$ cat config.mk
export PLATFORM = sky130hd
export DESIGN_NAME = rsp_strap_mux
export DESIGN_NICKNAME = d
export VERILOG_FILES = /design/src/design/rsp_pkg.sv /design/src/design/rsp_pin_select.sv /design/src/design/rsp_strap_capture.sv /design/src/design/rsp_strap_mux.sv
export SDC_FILE = /design/constraint.sdc
export NUM_CORES = 1
export LEC_CHECK = 0
export BUFFER_PORTS_ARGS = -buffer_cell sky130_fd_sc_hd__buf_2
export CORE_AREA = 10 10 172 174
export CTS_CLUSTER_DIAMETER = 60
export DETAILED_ROUTE_END_ITERATION = 8
export DIE_AREA = 0 0 182 184
export GPL_TIMING_DRIVEN = 1
export PLACE_DENSITY = 0.53
export SETUP_SLACK_MARGIN = 0.3
export SYNTH_ARGS = -nofsm -noshare
export SYNTH_HDL_FRONTEND = slang
export SYNTH_HIERARCHICAL = 1
export SYNTH_SLANG_ARGS = --single-unit
$ cat constraint.sdc
create_clock -name core_clk_in -period 1.9 [get_ports core_clk_in]
set_clock_uncertainty 0.05 [all_clocks]
set_input_delay 0.095 -clock core_clk_in [delete_from_list [all_inputs] [get_ports core_clk_in]]
set_output_delay 0.095 -clock core_clk_in [all_outputs]
set_load 0.01 [all_outputs]
$ cat src/design/rsp_pkg.sv
package rsp_pkg;

    // ==========================================================
    // widths
    localparam int HOST_PINS = 32;
    localparam int HOST_LOW_PINS = 16;
    localparam int SER_PINS = 6;
    localparam int ADDR_W = 8;
    localparam int DATA_W = 32;
    localparam int PLL_MULT_W = 5;

    // ==========================================================
    // register offsets
    localparam logic [ADDR_W-1:0] STATUS_OFS = 8'h00;
    localparam logic [ADDR_W-1:0] ENABLE_OFS = 8'h04;
    localparam logic [ADDR_W-1:0] ACTIVE_OFS = 8'h08;
    localparam logic [ADDR_W-1:0] PLL_OFS = 8'h0c;

    // ==========================================================
    // field positions
    localparam int STATUS_CAPTURED_BIT = 11;
    localparam int PRI_PLL_MULT_LSB = 0;
    localparam int SEC_PLL_MULT_LSB = 8;

    // ==========================================================
    // reset values
    localparam logic [6:0] ENABLE_RESET = 7'h03;
    localparam logic [PLL_MULT_W-1:0] PRI_PLL_MULT_RESET = 5'h01;
    localparam logic [PLL_MULT_W-1:0] SEC_PLL_MULT_FIXED = 5'h0a;

    // ==========================================================
    // carriers
    typedef struct packed {
        logic ext_mem_pins_enable;
        logic dram_pins_enable;
        logic clock_out_pin_select;
        logic serial_port_pin_select;
        logic host_port_width_strap;
        logic pci_autoinit_strap;
        logic pci_speed_strap;
        logic pci_pins_select;
        logic [2:0] boot_config_inputs;
    } rsp_straps_t;

    typedef struct packed {
        logic clock_out;
        logic ext_mem;
        logic dram;
        logic gpio;
        logic serial_port;
        logic pci;
        logic host_port;
    } rsp_enables_t;

    typedef struct packed {
        logic captured;
        rsp_straps_t straps;
    } rsp_capture_state_t;

    typedef struct packed {
        rsp_enables_t sw_en;
        logic [PLL_MULT_W-1:0] pri_pll_mult;
        logic [DATA_W-1:0] rdata;
    } rsp_mux_state_t;

endpackage

$ cat src/design/rsp_pin_select.sv
`timescale 1ns/1ns
`default_nettype none

module rsp_pin_select #(
    parameter int W = 1
) (
    input wire logic a_sel_in,
    input wire logic b_sel_in,
    input wire logic [W-1:0] a_tx_in,
    input wire logic [W-1:0] a_oe_in,
    input wire logic [W-1:0] b_tx_in,
    input wire logic [W-1:0] b_oe_in,
    input wire logic [W-1:0] pad_rx_in,
    output logic [W-1:0] pad_tx_out,
    output logic [W-1:0] pad_oe_out,
    output logic [W-1:0] a_rx_out,
    output logic [W-1:0] b_rx_out
);

    // ==========================================================
    // one function per pin, a wins only if b is off
    always_comb begin
        pad_tx_out = '0;
        pad_oe_out = '0;
        if (a_sel_in && !b_sel_in) begin
            pad_tx_out = a_tx_in;
            pad_oe_out = a_oe_in;
        end else if (b_sel_in && !a_sel_in) begin
            pad_tx_out = b_tx_in;
            pad_oe_out = b_oe_in;
        end
        a_rx_out = a_sel_in ? pad_rx_in : '0;
        b_rx_out = b_sel_in ? pad_rx_in : '0;
    end

endmodule // rsp_pin_select

`default_nettype wire

$ cat src/design/rsp_strap_capture.sv
`timescale 1ns/1ns
`default_nettype none

module rsp_strap_capture (
    input wire logic core_clk_in,
    input wire logic reset_in,
    input wire rsp_pkg::rsp_straps_t straps_in,
    output rsp_pkg::rsp_straps_t straps_out,
    output logic captured_out
);

    // ==========================================================
    // state
    rsp_pkg::rsp_capture_state_t state_reg;
    rsp_pkg::rsp_capture_state_t state_next;

    always_comb begin
        state_next = state_reg;
        if (!state_reg.captured) begin
            state_next.captured = 1'b1;
            state_next.straps = straps_in;
        end
    end

    // held until the next reset
    always_ff @(posedge core_clk_in) begin
        if (reset_in) begin
            state_reg <= '0;
        end else begin
            state_reg <= state_next;
        end
    end

    assign straps_out = state_reg.straps;
    assign captured_out = state_reg.captured;

endmodule // rsp_strap_capture

`default_nettype wire

$ cat src/design/rsp_strap_mux.sv
// Contract
// - pci selected with speed strap high: pci runs at 66 MHz.
// - serial select strap 1 routes shared pins to serial port, 0 to gpio.
// - clock select strap 1 drives internal clock on pin, 0 leaves gpio bit one.
// - boot config inputs captured into a status register after reset.
// - host/pci strap 1 gives shared pins to pci, 0 to host port.
// - dram pins enabled only when their strap latched 1.
// - external memory pins enabled only when their strap latched 1.
// - never two peripheral functions on one shared pin.
// - deselected peripheral stays disabled until selected and reset again, except gpio, which follows its software bit with no pins selected.
// - selecting pin function does not enable the peripheral.
// - peripherals leave reset disabled except boot ones; software enables rest.
// - strap options hold until another reset latches new values.
// - primary pll multiplier set by software; secondary multiplier fixed.
// - host width strap 0: 16-bit, upper pins hi-z; 1: 32-bit.
// - pci selected with speed strap 0: pci runs at 33 MHz.
// - autoinit strap 1 loads pci config from eeprom, 0 uses defaults.
`timescale 1ns/1ns
`default_nettype none

module rsp_strap_mux (
    input wire logic core_clk_in,
    input wire logic reset_in,
    input wire rsp_pkg::rsp_straps_t straps_in,
    input wire logic [rsp_pkg::ADDR_W-1:0] reg_addr_in,
    input wire logic [rsp_pkg::DATA_W-1:0] reg_wdata_in,
    input wire logic reg_write_in,
    input wire logic reg_read_in,
    output logic [rsp_pkg::DATA_W-1:0] reg_rdata_out,
    input wire logic [rsp_pkg::HOST_PINS-1:0] host_tx_in,
    input wire logic [rsp_pkg::HOST_PINS-1:0] host_oe_in,
    output logic [rsp_pkg::HOST_PINS-1:0] host_rx_out,
    input wire logic [rsp_pkg::HOST_PINS-1:0] pci_tx_in,
    input wire logic [rsp_pkg::HOST_PINS-1:0] pci_oe_in,
    output logic [rsp_pkg::HOST_PINS-1:0] pci_rx_out,
    input wire logic [rsp_pkg::HOST_PINS-1:0] hp_pad_rx_in,
    output logic [rsp_pkg::HOST_PINS-1:0] hp_pad_tx_out,
    output logic [rsp_pkg::HOST_PINS-1:0] hp_pad_oe_out,
    input wire logic [rsp_pkg::SER_PINS-1:0] ser_tx_in,
    input wire logic [rsp_pkg::SER_PINS-1:0] ser_oe_in,
    output logic [rsp_pkg::SER_PINS-1:0] ser_rx_out,
    input wire logic [rsp_pkg::SER_PINS-1:0] gpio_ser_tx_in,
    input wire logic [rsp_pkg::SER_PINS-1:0] gpio_ser_oe_in,
    output logic [rsp_pkg::SER_PINS-1:0] gpio_ser_rx_out,
    input wire logic [rsp_pkg::SER_PINS-1:0] ser_pad_rx_in,
    output logic [rsp_pkg::SER_PINS-1:0] ser_pad_tx_out,
    output logic [rsp_pkg::SER_PINS-1:0] ser_pad_oe_out,
    input wire logic internal_clock_output_in,
    input wire logic gpio_bit_one_tx_in,
    input wire logic gpio_bit_one_oe_in,
    output logic gpio_bit_one_rx_out,
    input wire logic clk_pad_rx_in,
    output logic clk_pad_tx_out,
    output logic clk_pad_oe_out,
    output logic dram_pins_enable_out,
    output logic ext_mem_pins_enable_out,
    output logic pci_66mhz_out,
    output logic pci_eeprom_autoinit_out,
    output logic host_port_32bit_out,
    output logic [2:0] boot_config_out,
    output rsp_pkg::rsp_enables_t periph_active_out,
    output logic [rsp_pkg::PLL_MULT_W-1:0] pri_pll_mult_out,
    output logic [rsp_pkg::PLL_MULT_W-1:0] sec_pll_mult_out
);

    // ==========================================================
    // address decode
    function automatic logic reg_hit(input logic [rsp_pkg::ADDR_W-1:0] addr,
                                     input logic [rsp_pkg::ADDR_W-1:0] ofs);
        reg_hit = (addr == ofs);
    endfunction

    // ==========================================================
    // strap capture
    rsp_pkg::rsp_straps_t straps;
    logic captured;

    rsp_strap_capture u_capture (
        .core_clk_in(core_clk_in),
        .reset_in(reset_in),
        .straps_in(straps_in),
        .straps_out(straps),
        .captured_out(captured)
    );

    // ==========================================================
    // pin function selection from held copies only
    logic host_sel;
    logic pci_sel;
    logic ser_sel;
    logic gpio_ser_sel;
    logic clk_sel;
    logic gpio_one_sel;

    assign host_sel = captured && !straps.pci_pins_select;
    assign pci_sel = captured && straps.pci_pins_select;
    assign ser_sel = captured && straps.serial_port_pin_select;
    assign gpio_ser_sel = captured && !straps.serial_port_pin_select;
    assign clk_sel = captured && straps.clock_out_pin_select;
    assign gpio_one_sel = captured && !straps.clock_out_pin_select;

    // ==========================================================
    // state
    rsp_pkg::rsp_mux_state_t state_reg;
    rsp_pkg::rsp_mux_state_t state_next;
    rsp_pkg::rsp_enables_t active;
    logic [rsp_pkg::DATA_W-1:0] status_word;
    logic [rsp_pkg::DATA_W-1:0] pll_word;

    // ==========================================================
    // effective enables: software bit gated by pin function, except gpio which is gated only by capture
    always_comb begin
        active.host_port = host_sel && state_reg.sw_en.host_port;
        active.pci = pci_sel && state_reg.sw_en.pci;
        active.serial_port = ser_sel && state_reg.sw_en.serial_port;
        active.gpio = captured && state_reg.sw_en.gpio;
        active.dram = captured && straps.dram_pins_enable && state_reg.sw_en.dram;
        active.ext_mem = captured && straps.ext_mem_pins_enable && state_reg.sw_en.ext_mem;
        active.clock_out = clk_sel && state_reg.sw_en.clock_out;
    end

    always_comb begin
        status_word = '0;
        status_word[$bits(rsp_pkg::rsp_straps_t)-1:0] = straps;
        status_word[rsp_pkg::STATUS_CAPTURED_BIT] = captured;
        pll_word = '0;
        pll_word[rsp_pkg::PRI_PLL_MULT_LSB +: rsp_pkg::PLL_MULT_W] = state_reg.pri_pll_mult;
        pll_word[rsp_pkg::SEC_PLL_MULT_LSB +: rsp_pkg::PLL_MULT_W] = rsp_pkg::SEC_PLL_MULT_FIXED;
    end

    // ==========================================================
    // register access
    always_comb begin
        state_next = state_reg;
        state_next.rdata = '0;
        if (reg_write_in) begin
            if (reg_hit(reg_addr_in, rsp_pkg::ENABLE_OFS)) begin
                state_next.sw_en = reg_wdata_in[$bits(rsp_pkg::rsp_enables_t)-1:0];
            end
            if (reg_hit(reg_addr_in, rsp_pkg::PLL_OFS)) begin
                state_next.pri_pll_mult = reg_wdata_in[rsp_pkg::PRI_PLL_MULT_LSB +: rsp_pkg::PLL_MULT_W];
            end
        end
        if (reg_read_in) begin
            if (reg_hit(reg_addr_in, rsp_pkg::STATUS_OFS)) begin
                state_next.rdata = status_word;
            end else if (reg_hit(reg_addr_in, rsp_pkg::ENABLE_OFS)) begin
                state_next.rdata = {{(rsp_pkg::DATA_W-$bits(rsp_pkg::rsp_enables_t)){1'b0}}, state_reg.sw_en};
            end else if (reg_hit(reg_addr_in, rsp_pkg::ACTIVE_OFS)) begin
                state_next.rdata = {{(rsp_pkg::DATA_W-$bits(rsp_pkg::rsp_enables_t)){1'b0}}, active};
            end else if (reg_hit(reg_addr_in, rsp_pkg::PLL_OFS)) begin
                state_next.rdata = pll_word;
            end
        end
    end

    // only boot ports come out of reset enabled
    always_ff @(posedge core_clk_in) begin
        if (reset_in) begin
            state_reg.sw_en <= rsp_pkg::ENABLE_RESET;
            state_reg.pri_pll_mult <= rsp_pkg::PRI_PLL_MULT_RESET;
            state_reg.rdata <= '0;
        end else begin
            state_reg <= state_next;
        end
    end

    assign reg_rdata_out = state_reg.rdata;

    // ==========================================================
    // host port / pci shared pins
    logic [rsp_pkg::HOST_PINS-1:0] host_oe_gated;
    logic [rsp_pkg::HOST_PINS-1:0] pci_oe_gated;

    always_comb begin
        host_oe_gated = active.host_port ? host_oe_in : '0;
        if (!straps.host_port_width_strap) begin
            host_oe_gated[rsp_pkg::HOST_PINS-1:rsp_pkg::HOST_LOW_PINS] = '0;
        end
        pci_oe_gated = active.pci ? pci_oe_in : '0;
    end

    rsp_pin_select #(
        .W(rsp_pkg::HOST_PINS)
    ) u_hp_pins (
        .a_sel_in(host_sel),
        .b_sel_in(pci_sel),
        .a_tx_in(host_tx_in),
        .a_oe_in(host_oe_gated),
        .b_tx_in(pci_tx_in),
        .b_oe_in(pci_oe_gated),
        .pad_rx_in(hp_pad_rx_in),
        .pad_tx_out(hp_pad_tx_out),
        .pad_oe_out(hp_pad_oe_out),
        .a_rx_out(host_rx_out),
        .b_rx_out(pci_rx_out)
    );

    // ==========================================================
    // serial port / gpio shared pins
    rsp_pin_select #(
        .W(rsp_pkg::SER_PINS)
    ) u_ser_pins (
        .a_sel_in(ser_sel),
        .b_sel_in(gpio_ser_sel),
        .a_tx_in(ser_tx_in),
        .a_oe_in(active.serial_port ? ser_oe_in : '0),
        .b_tx_in(gpio_ser_tx_in),
        .b_oe_in(active.gpio ? gpio_ser_oe_in : '0),
        .pad_rx_in(ser_pad_rx_in),
        .pad_tx_out(ser_pad_tx_out),
        .pad_oe_out(ser_pad_oe_out),
        .a_rx_out(ser_rx_out),
        .b_rx_out(gpio_ser_rx_out)
    );

    // ==========================================================
    // clock output / gpio bit one pin
    rsp_pin_select #(
        .W(1)
    ) u_clk_pin (
        .a_sel_in(clk_sel),
        .b_sel_in(gpio_one_sel),
        .a_tx_in(internal_clock_output_in),
        .a_oe_in(active.clock_out),
        .b_tx_in(gpio_bit_one_tx_in),
        .b_oe_in(active.gpio && gpio_bit_one_oe_in),
        .pad_rx_in(clk_pad_rx_in),
        .pad_tx_out(clk_pad_tx_out),
        .pad_oe_out(clk_pad_oe_out),
        .a_rx_out(),
        .b_rx_out(gpio_bit_one_rx_out)
    );

    // ==========================================================
    // option outputs
    assign dram_pins_enable_out = active.dram;
    assign ext_mem_pins_enable_out = active.ext_mem;
    assign pci_66mhz_out = pci_sel && straps.pci_speed_strap;
    assign pci_eeprom_autoinit_out = pci_sel && straps.pci_autoinit_strap;
    assign host_port_32bit_out = host_sel && straps.host_port_width_strap;
    assign boot_config_out = straps.boot_config_inputs;
    assign periph_active_out = active;
    assign pri_pll_mult_out = state_reg.pri_pll_mult;
    assign sec_pll_mult_out = rsp_pkg::SEC_PLL_MULT_FIXED;

endmodule // rsp_strap_mux

`default_nettype wire
## After elaboration in Yosys (flattened, before gate mapping)

Cells that the tools add are included.

- ROM bits: 0
- Input port bits: 249
- Bits in latches: 0
- Memories: 0
- Flip-flop bits (word level): 56
- RAM bits: 0

- Mux-type cells: 26
- Add/subtract/negate cells: 0
- Shift-type cells: 0
- Reductions and logical operators: 39
- Equal/unequal tests: 3
- Bitwise operators: 1
- Order comparisons: 0
- Multiply operators: 0
- Divide/modulo/power cells: 0

Operators with widths:

| operator | number |
|---|---|
| $mux W32 | 8 |
| $mux W12 | 4 |
| $mux W6 | 8 |
| $logic_and A1 B1 Y1 | 25 |
| $eq A8 B4 Y1 const B | 2 |
| $mux W16 | 1 |
| $logic_not A1 Y1 | 9 |
| $eq A8 B3 Y1 const B | 1 |
| $logic_not A8 Y1 | 1 |
| $mux W1 | 5 |
| $reduce_or A5 Y1 | 1 |
| $reduce_and A2 Y1 | 2 |
| $reduce_or A2 Y1 | 1 |
| $not A1 Y1 | 1 |

## Depth between registers and ports, before layout

Gate-level depths: netlist of the first run.

- Depth in word-level cells: 6
- Depth in mapped cells: 8
- Depth with buffers taken out: 4

## Cells and area by module

The synthesis of the first run kept the hierarchy.

By module, submodules not included:

| module | cells each | times used | sequential area each (um^2) | area each (um^2) |
|---|---|---|---|---|
| rsp_strap_mux | 263 | 1 | 480.5 | 2053.2 |
| rsp_pin_select at u_hp_pins | 150 | 1 | 0.0 | 1181.1 |
| rsp_strap_capture | 37 | 1 | 240.2 | 411.6 |
| rsp_pin_select at u_ser_pins | 28 | 1 | 0.0 | 252.7 |
| rsp_pin_select at u_clk_pin | 6 | 1 | 0.0 | 47.5 |

## Worst setup path before layout of the first run

OpenSTA, ideal clock, no wires.

- Path kind: flip-flop to output port
- Start point: reg u_capture.state_reg (netlist bit u_capture/captured_out)
- End point: out ser_pad_oe_out[0] in the netlist's numbering
- Arrival time: 1.863 ns
- Slack: -0.108 ns
- Stages on the path, launching flop included: 8
- Required time: 1.755 ns
- Path through: dfxtp_1 -> buf_2 -> clkbuf_1 -> clkbuf_1 -> nor2b_1 -> nor2b_4 -> buf_6 -> a22o_2

- Elaborated cells on any way between the ends: 12
- Those cells by class: mux (4); reduce/logical (8)

RTL lines:

| what | line | text |
|---|---|---|
| from (decl) | rsp_strap_capture.sv:14 | `rsp_pkg::rsp_capture_state_t state_reg;` |
| from (signal assigned) | rsp_strap_capture.sv:30 | `state_reg <= state_next;` |
| $logic_and A1 B1 Y1 * | rsp_strap_mux.sv:98 | `assign gpio_ser_sel = captured && !straps.serial_port_pin_select;` |
| named net gpio_ser_sel | rsp_strap_mux.sv:91 | `logic gpio_ser_sel;` |
| $logic_and A1 B1 Y1 or $logic_not A1 Y1 (tied branches) | rsp_pin_select.sv:28, rsp_pin_select.sv:25 |  |
| $mux W6 or $logic_and A1 B1 Y1 (tied branches) | rsp_pin_select.sv:28, rsp_pin_select.sv:25 |  |
| $mux W6 * | rsp_pin_select.sv:25 | `if (a_sel_in && !b_sel_in) begin` |
| to (decl) | rsp_strap_mux.sv:47 | `output logic [rsp_pkg::SER_PINS-1:0] ser_pad_oe_out,` |

The timed path passes the listed nets; every way through them passes the cells marked *.

## Worst setup path in the final report of the first run

- Start point: reg u_capture.state_reg (netlist bit u_capture/captured_out)
- End point: out hp_pad_tx_out[19] in the netlist's numbering

- Word-level cells in the longest chain between the ends: 5
- Elaborated cells on any way between the ends: 8
- Those cells by class: mux (2); reduce/logical (6)

Ends and longest elaborated chain:

| what | line | text |
|---|---|---|
| $logic_and A1 B1 Y1 | rsp_strap_mux.sv:95 | `assign host_sel = captured && !straps.pci_pins_select;` |
| $logic_not A1 Y1 | rsp_pin_select.sv:28 | `end else if (b_sel_in && !a_sel_in) begin` |
| $logic_and A1 B1 Y1 | rsp_pin_select.sv:28 |  |
| $mux W32 | rsp_pin_select.sv:28 |  |
| $mux W32 * | rsp_pin_select.sv:25 |  |
| to (decl) | rsp_strap_mux.sv:37 | `output logic [rsp_pkg::HOST_PINS-1:0] hp_pad_tx_out,` |

Every way passes the cells marked *; elsewhere a longest branch is shown, timed or not.

==> impl_results.md, run 1 <==
- I/O pin count: 461
- Grt ovf: 0
- Crit-path cells: nor2b_4, buf_6, nor2b_4, buf_12, buf_12, a22o_1, buf_2
- Synth Area per Inst: between 8 and 9 um^2
- DP Area: a little over 0.006 mm^2
- Full die area: 0.0335 mm^2
- GRT met1 Usage: 0.164
- Crit. End Element: output pin
- Unrepaired setup endpoints after global routing: true
- DRC violation count after routing: 0
- R2r endpoint: reg_rdata_out[4]$_SDFF_PP0_
- Post-synthesis cell area: between 0.003 and 0.004 mm^2
- Crit path depth: 7
- Pwr Density: about 400 mW/mm^2
- Root Buffer: clkbuf_16
- Number of global-route vias before repair: 5205
- # clock sinks: 36
- Status: complete, but fails checks
- All-Layer GR Usage: 0.139
- CP peak stage delay: around 370 ps
- WHS Endpoint: u_capture/straps_out[7]$_SDFFE_PP0N_
- Type of origin of the critical path: flop
- Initial Util: 0.152
- Failing checks: negative hold slack
- Worst r2r src: u_capture/captured_out$_SDFF_PP0_
- Largest net degree at the start of global routing: 33
- Final min period: 1870 ps
- Port Buffers: 410
- Final hold viol count: 1
- Via Count: roughly 5.1k
- RD Place Congestion: 0.813
- Final worst slack: 34.0 ps
- WP data arrival: between 1500 and 2000 ps
- Global route hottest layer: met2
- Hold slack: -0.507 ps
- Hold Crit Class: in2reg
- Fin util: 0.291
- Final Max Tran Viols: 0
- Met3 GRT Util: 0.0364
- Layout cells sized above 1: 0.608
- # setup viols final: 0
- Crit-path slowest cell: dfxtp_4
- Reg2Reg Setup Slack: 340 ps
- Clk slew on worst S/H paths: ~60 ps
- Rel. slew slack: 0.609
- Maximum vdd drop: ~320 uV
- Largest delay contributor family on the critical path: buffers and inverters
- Via density: 4.16
- Setup CP Type: reg2out
- GR met2 Demand/Resource: 0.251
- First-pass GRT wire length: between 30000 and 40000 um
- Syn Inst Count: about 480
- Num CTS Buffers: 5
- Hpwl dp: around 20000 um
- Worst hold path startpoint: straps_in[7]
- Die X: roughly 180 um
- Clock tree buffer depth: 2
- Antenna Cells: 0
- Max Cap Viol: 0
- Period utilization: 0.982
- Bufs and invs on worst path: 4
- Drt first pass iters: 4
- Place WS: 158 ps
- Routed WL per cell: around 21 um
- Leak pwr: ~4.2 nW
- CP required: between 1500 and 2000 ps
- Fmax: approximately 540 MHz
- Post-route cell area: 0.00753 mm^2
- Antenna violations before repair: 3
- Largest register FFs: 12
- Hold Path Depth: 3
- Worst skew pair latency: roughly 280 ps
- CTS tree: built
- Post-route ant nets: 0
- Core ar.: ~0.026 mm^2
- Starting DRT DRC Count: between 200 and 250
- CP max FO: 12
- Layout area overhead: 91.2%
- Total Wirelength: approximately 26000 um
- Worst r2r path cells: 8
- NumNets Final: between 1k and 1.5k
- Worst-margin pin slew: between 500 and 600 ps
- Die Y: ~180 um
- YS warnings: 6
- FP Rows: 59
- Tot Pwr: slightly above 0.003 W
- H-tree levels: 2
-- worst max path at each step --
stage / startpoint / end / slack, ps
6_report: u_capture/captured_out$_SDFF_PP0_ / hp_pad_tx_out[19] / 30
5_1_grt: u_capture/captured_out$_SDFF_PP0_ / hp_pad_oe_out[3] / -10
3_3_place_gp: u_capture/captured_out$_SDFF_PP0_ / hp_pad_oe_out[30] / 170
4_1_cts: u_capture/captured_out$_SDFF_PP0_ / hp_pad_tx_out[23] / 30
2_1_floorplan: u_capture/captured_out$_SDFF_PP0_ / hp_pad_oe_out[10] / 270
3_5_place_dp: u_capture/captured_out$_SDFF_PP0_ / hp_pad_oe_out[4] / 160
-- per-stage QoR --
step	cells	setup TNS [ps]
final	1233	0
after global routing	1233	-44.3
after CTS	1221	0
after detailed placement	1182	0
after global placement	1182	0
after floorplan	506	0
-- repair_timing --
item | in CTS | in global routing
buffers inserted | 17 | 5
hold buffers | 3 | 0
endpoints found under the setup margin | 132 | 130
gates resized for setup | 87 | 65
pin swaps | 17 | 21
hold endpoints to repair | 3 | 0
cloned | 11 | 7
-- worst reg2reg max path, cell delays in order, from the launching register on --
cell and delay (ps):
dfxtp_4 360, buf_12 120, buf_12 130, buf_6 110, buf_8 120, buf_6 120, and3b_1 160, o21ai_0 150
a211oi_1 110
-- cells in the final DEF (no fill, tap or decap), types with 13 or more instances in the layout --
| cell type | count |
|---|---|
| a22o_1 | 66 |
| and2_1 | 90 |
| and2_4 | 36 |
| and3_1 | 40 |
| buf_2 | 363 |
| buf_4 | 14 |
| buf_6 | 58 |
| clkbuf_16 | 13 |
| conb_1 | 25 |
| dfxtp_1 | 34 |
| mux2i_1 | 23 |
| nand2b_1 | 15 |
| nor2_1 | 19 |
-- layer usage --
metal  vias to the layer above  share of wire
li1                       2463              -
met1                      2410           0.40
met2                       240           0.52
met3                        16          0.075
met4                         6         0.0075
met5                         -         0.0017
-- layout make-up --
class                           instances  area (um^2)
Sequential cell                        36          728
Clock buffer                            5          125
Timing Repair Buffer                  468         3290
Tap cell                              335          419
Inverter                                2         7.51
Fill cell                            2822        18400
Clock inverter                          3         46.3
Multi-Input combinational cell        384         2910
-- power breakdown --
group	switching [W]	total, W	internal, W
sequential	0.0000222	0.000792	0.000770
clock	0.000334	0.000957	0.000623
combinational	0.000578	0.00127	0.000693
total	0.000934	0.00302	0.00209
Note: power is estimated with default switching activity, not from simulation.
==> inputs of run 2 (changes only) <==
--- a/config.mk
+++ b/config.mk
@@ -12,6 +12,7 @@
 export DIE_AREA = 0 0 182 184
 export GPL_TIMING_DRIVEN = 1
 export PLACE_DENSITY = 0.53
+export RECOVER_POWER = 50
 export SETUP_SLACK_MARGIN = 0.3
 export SYNTH_ARGS = -nofsm -noshare
 export SYNTH_HDL_FRONTEND = slang
==> impl_results.md, run 2 (synthesis results as in run 1) <==
- Hpwl dp: approximately 20000 um
- Global route hottest layer: met2
- Final worst slack: roughly 33 ps
- Rel. slew slack: 0.367
- Hold Crit Class: in2reg
- Full die area: about 0.033 mm^2
- Fillers: 2849
- Routed WL per cell: 21.4 um
- Type of origin of the critical path: flop
- Met3 GRT Util: 0.0364
- NumNets Final: 1146
- Largest net degree at the start of global routing: 33
- First-pass GRT wire length: between 30000 and 40000 um
- Die Y: ~180 um
- All-Layer GR Usage: 0.139
- Footprint of the multi-input gates: 0.00289 mm^2
- Worst skew pair latency: approximately 280 ps
- Layout cells sized above 1: 0.556
- Worst-margin pin slew: ~950 ps
- Commonest non-fill, non-tap cell in the layout: buf_2
- FP Rows: between 50 and 60
- Clk slew on worst S/H paths: roughly 60 ps
- WP data arrival: ~1700 ps
- # clock sinks: 36
- Num CTS Buffers: 5
- Status: finished, final reports clean
- DRC violation count after routing: 0
- Most frequent cells in the layout: 327 x buf_2, 74 x and2_1, 66 x a22o_1
- Largest register FFs: 12
- Layout area overhead: 88.4%
- Clock tree buffer depth: 2
- Setup CP Type: reg2out
- Drt first pass iters: 4
- Post-route ant nets: 0
- H-tree levels: 2
- Initial Util: 0.152
- Via density: 4.17
- # setup viols final: 0
- WHS Endpoint: u_capture/straps_out[7]$_SDFFE_PP0N_
- CP required: between 1500 and 2000 ps
- GR met2 Demand/Resource: 0.251
- Final hold viol count: 0
- Pwr Density: a little over 400 mW/mm^2
- Period utilization: 0.983
- Worst hold path startpoint: straps_in[7]
- Fmax: roughly 540 MHz
- Worst r2r path cells: 8
- Leak pwr: a little under 4 nW
- Antenna violations before repair: 3
- Root Buffer: clkbuf_16
- Number of global-route vias before repair: ~5.2k
- Crit. End Element: output pin
- Antenna Cells: 0
- Worst r2r src: u_capture/captured_out$_SDFF_PP0_
- Final Max Tran Viols: 0
- Register area: around 730 um^2
- Place WS: 158 ps
- I/O pin count: between 400 and 500
- Maximum vdd drop: roughly 320 uV
- Die X: approximately 180 um
- Starting DRT DRC Count: about 250
- GRT met1 Usage: 0.164
- CP max FO: 12
- Tot Pwr: a little over 0.003 W
- CTS tree: built
- Port Buffers: 410
- Reg2Reg Setup Slack: 190 ps
- RD Place Congestion: ~0.81
- Max Cap Viol: 0
- Grt ovf: 0
- Via Count: 5140
- Hold Path Depth: 3
- R2r endpoint: reg_rdata_out[2]$_SDFF_PP0_
- Total Wirelength: roughly 26000 um
- Core ar.: between 0.02 and 0.03 mm^2
- Unrepaired setup endpoints after global routing: true
- Final min period: 1870 ps
run 2: cell count changes in the layout (fill, tap and decap cells not counted), moves of 2 or more:
cell      before  now
and2_0         0   18
and2_1        90   74
and2_2         0    2
and2_4        36   32
and3_1        40   42
buf_2        363  327
buf_4         14   11
buf_6         58   55
clkbuf_1       0   41
o21ai_0        4    6
run 2: where the power goes:
group | total (W) | internal (W) | switching (W)
registers | 0.000792 | 0.000770 | 0.0000223
logic | 0.00126 | 0.000681 | 0.000577
clock network | 0.000966 | 0.000624 | 0.000342
total | 0.00302 | 0.00207 | 0.000942
run 2: repair_timing:
| action | in CTS | in global routing |
|---|---|---|
| pin swaps | 17 | 21 |
| endpoints found under the hold margin | 3 | 0 |
| endpoints found under the setup margin | 132 | 130 |
| buffers inserted | 17 | 5 |
| hold buffers | 3 | 0 |
| resized for setup | 87 | 65 |
| gates cloned | 11 | 7 |
run 2: cell type report:
type,count,share of cell area
repair buffers,468,0.432
clock inverters,3,0.00624
multi-input cells,384,0.390
flip-flops and latches,36,0.0981
clock buffers,5,0.0169
inverters,2,0.00101
well taps,335,0.0565
run 2: how the worst max path moves through the flow:
stage / start / to / slack, ps / cells past startpoint
after global placement: u_capture/captured_out$_SDFF_PP0_ / hp_pad_oe_out[30] / 170 / 5
after CTS: u_capture/captured_out$_SDFF_PP0_ / hp_pad_tx_out[23] / 30 / 7
final: u_capture/captured_out$_SDFF_PP0_ / hp_pad_tx_out[19] / 30 / 7
after global routing: u_capture/captured_out$_SDFF_PP0_ / hp_pad_oe_out[3] / -10 / 6
after detailed placement: u_capture/captured_out$_SDFF_PP0_ / hp_pad_oe_out[4] / 160 / 5
after floorplan: u_capture/captured_out$_SDFF_PP0_ / hp_pad_oe_out[10] / 270 / 8
run 2: per-layer routing:
metal / wire, um / part of all wire
met5: 45 / 0.0017
met4: 231 / 0.0087
met3: 1970 / 0.075
met2: 13700 / 0.52
met1: 10500 / 0.40
run 2: through the flow:
| stage | hold slack [ps] | setup TNS, ps | std cells | utilization | area (um^2) |
|---|---|---|---|---|---|
| 2_1_floorplan | 117 | 0 | 506 | - | 4070 |
| 3_3_place_gp | 278 | 0 | 1182 | 0.234 | 6060 |
| 3_5_place_dp | 286 | 0 | 1182 | 0.234 | 6060 |
| 4_1_cts | 1.14 | 0 | 1221 | 0.273 | 7070 |
| 5_1_grt | 16.1 | -44.3 | 1233 | 0.286 | 7420 |
| 6_report | 1.37 | 0 | 1233 | 0.286 | 7420 |
run 2: worst max-delay path, stage by stage, from the launching register on:
cell and delay [ps]:
dfxtp_4 370, nor2b_4 200, buf_6 120, nor2b_4 140, buf_12 160, buf_12 140, a22o_1 160, buf_2 150
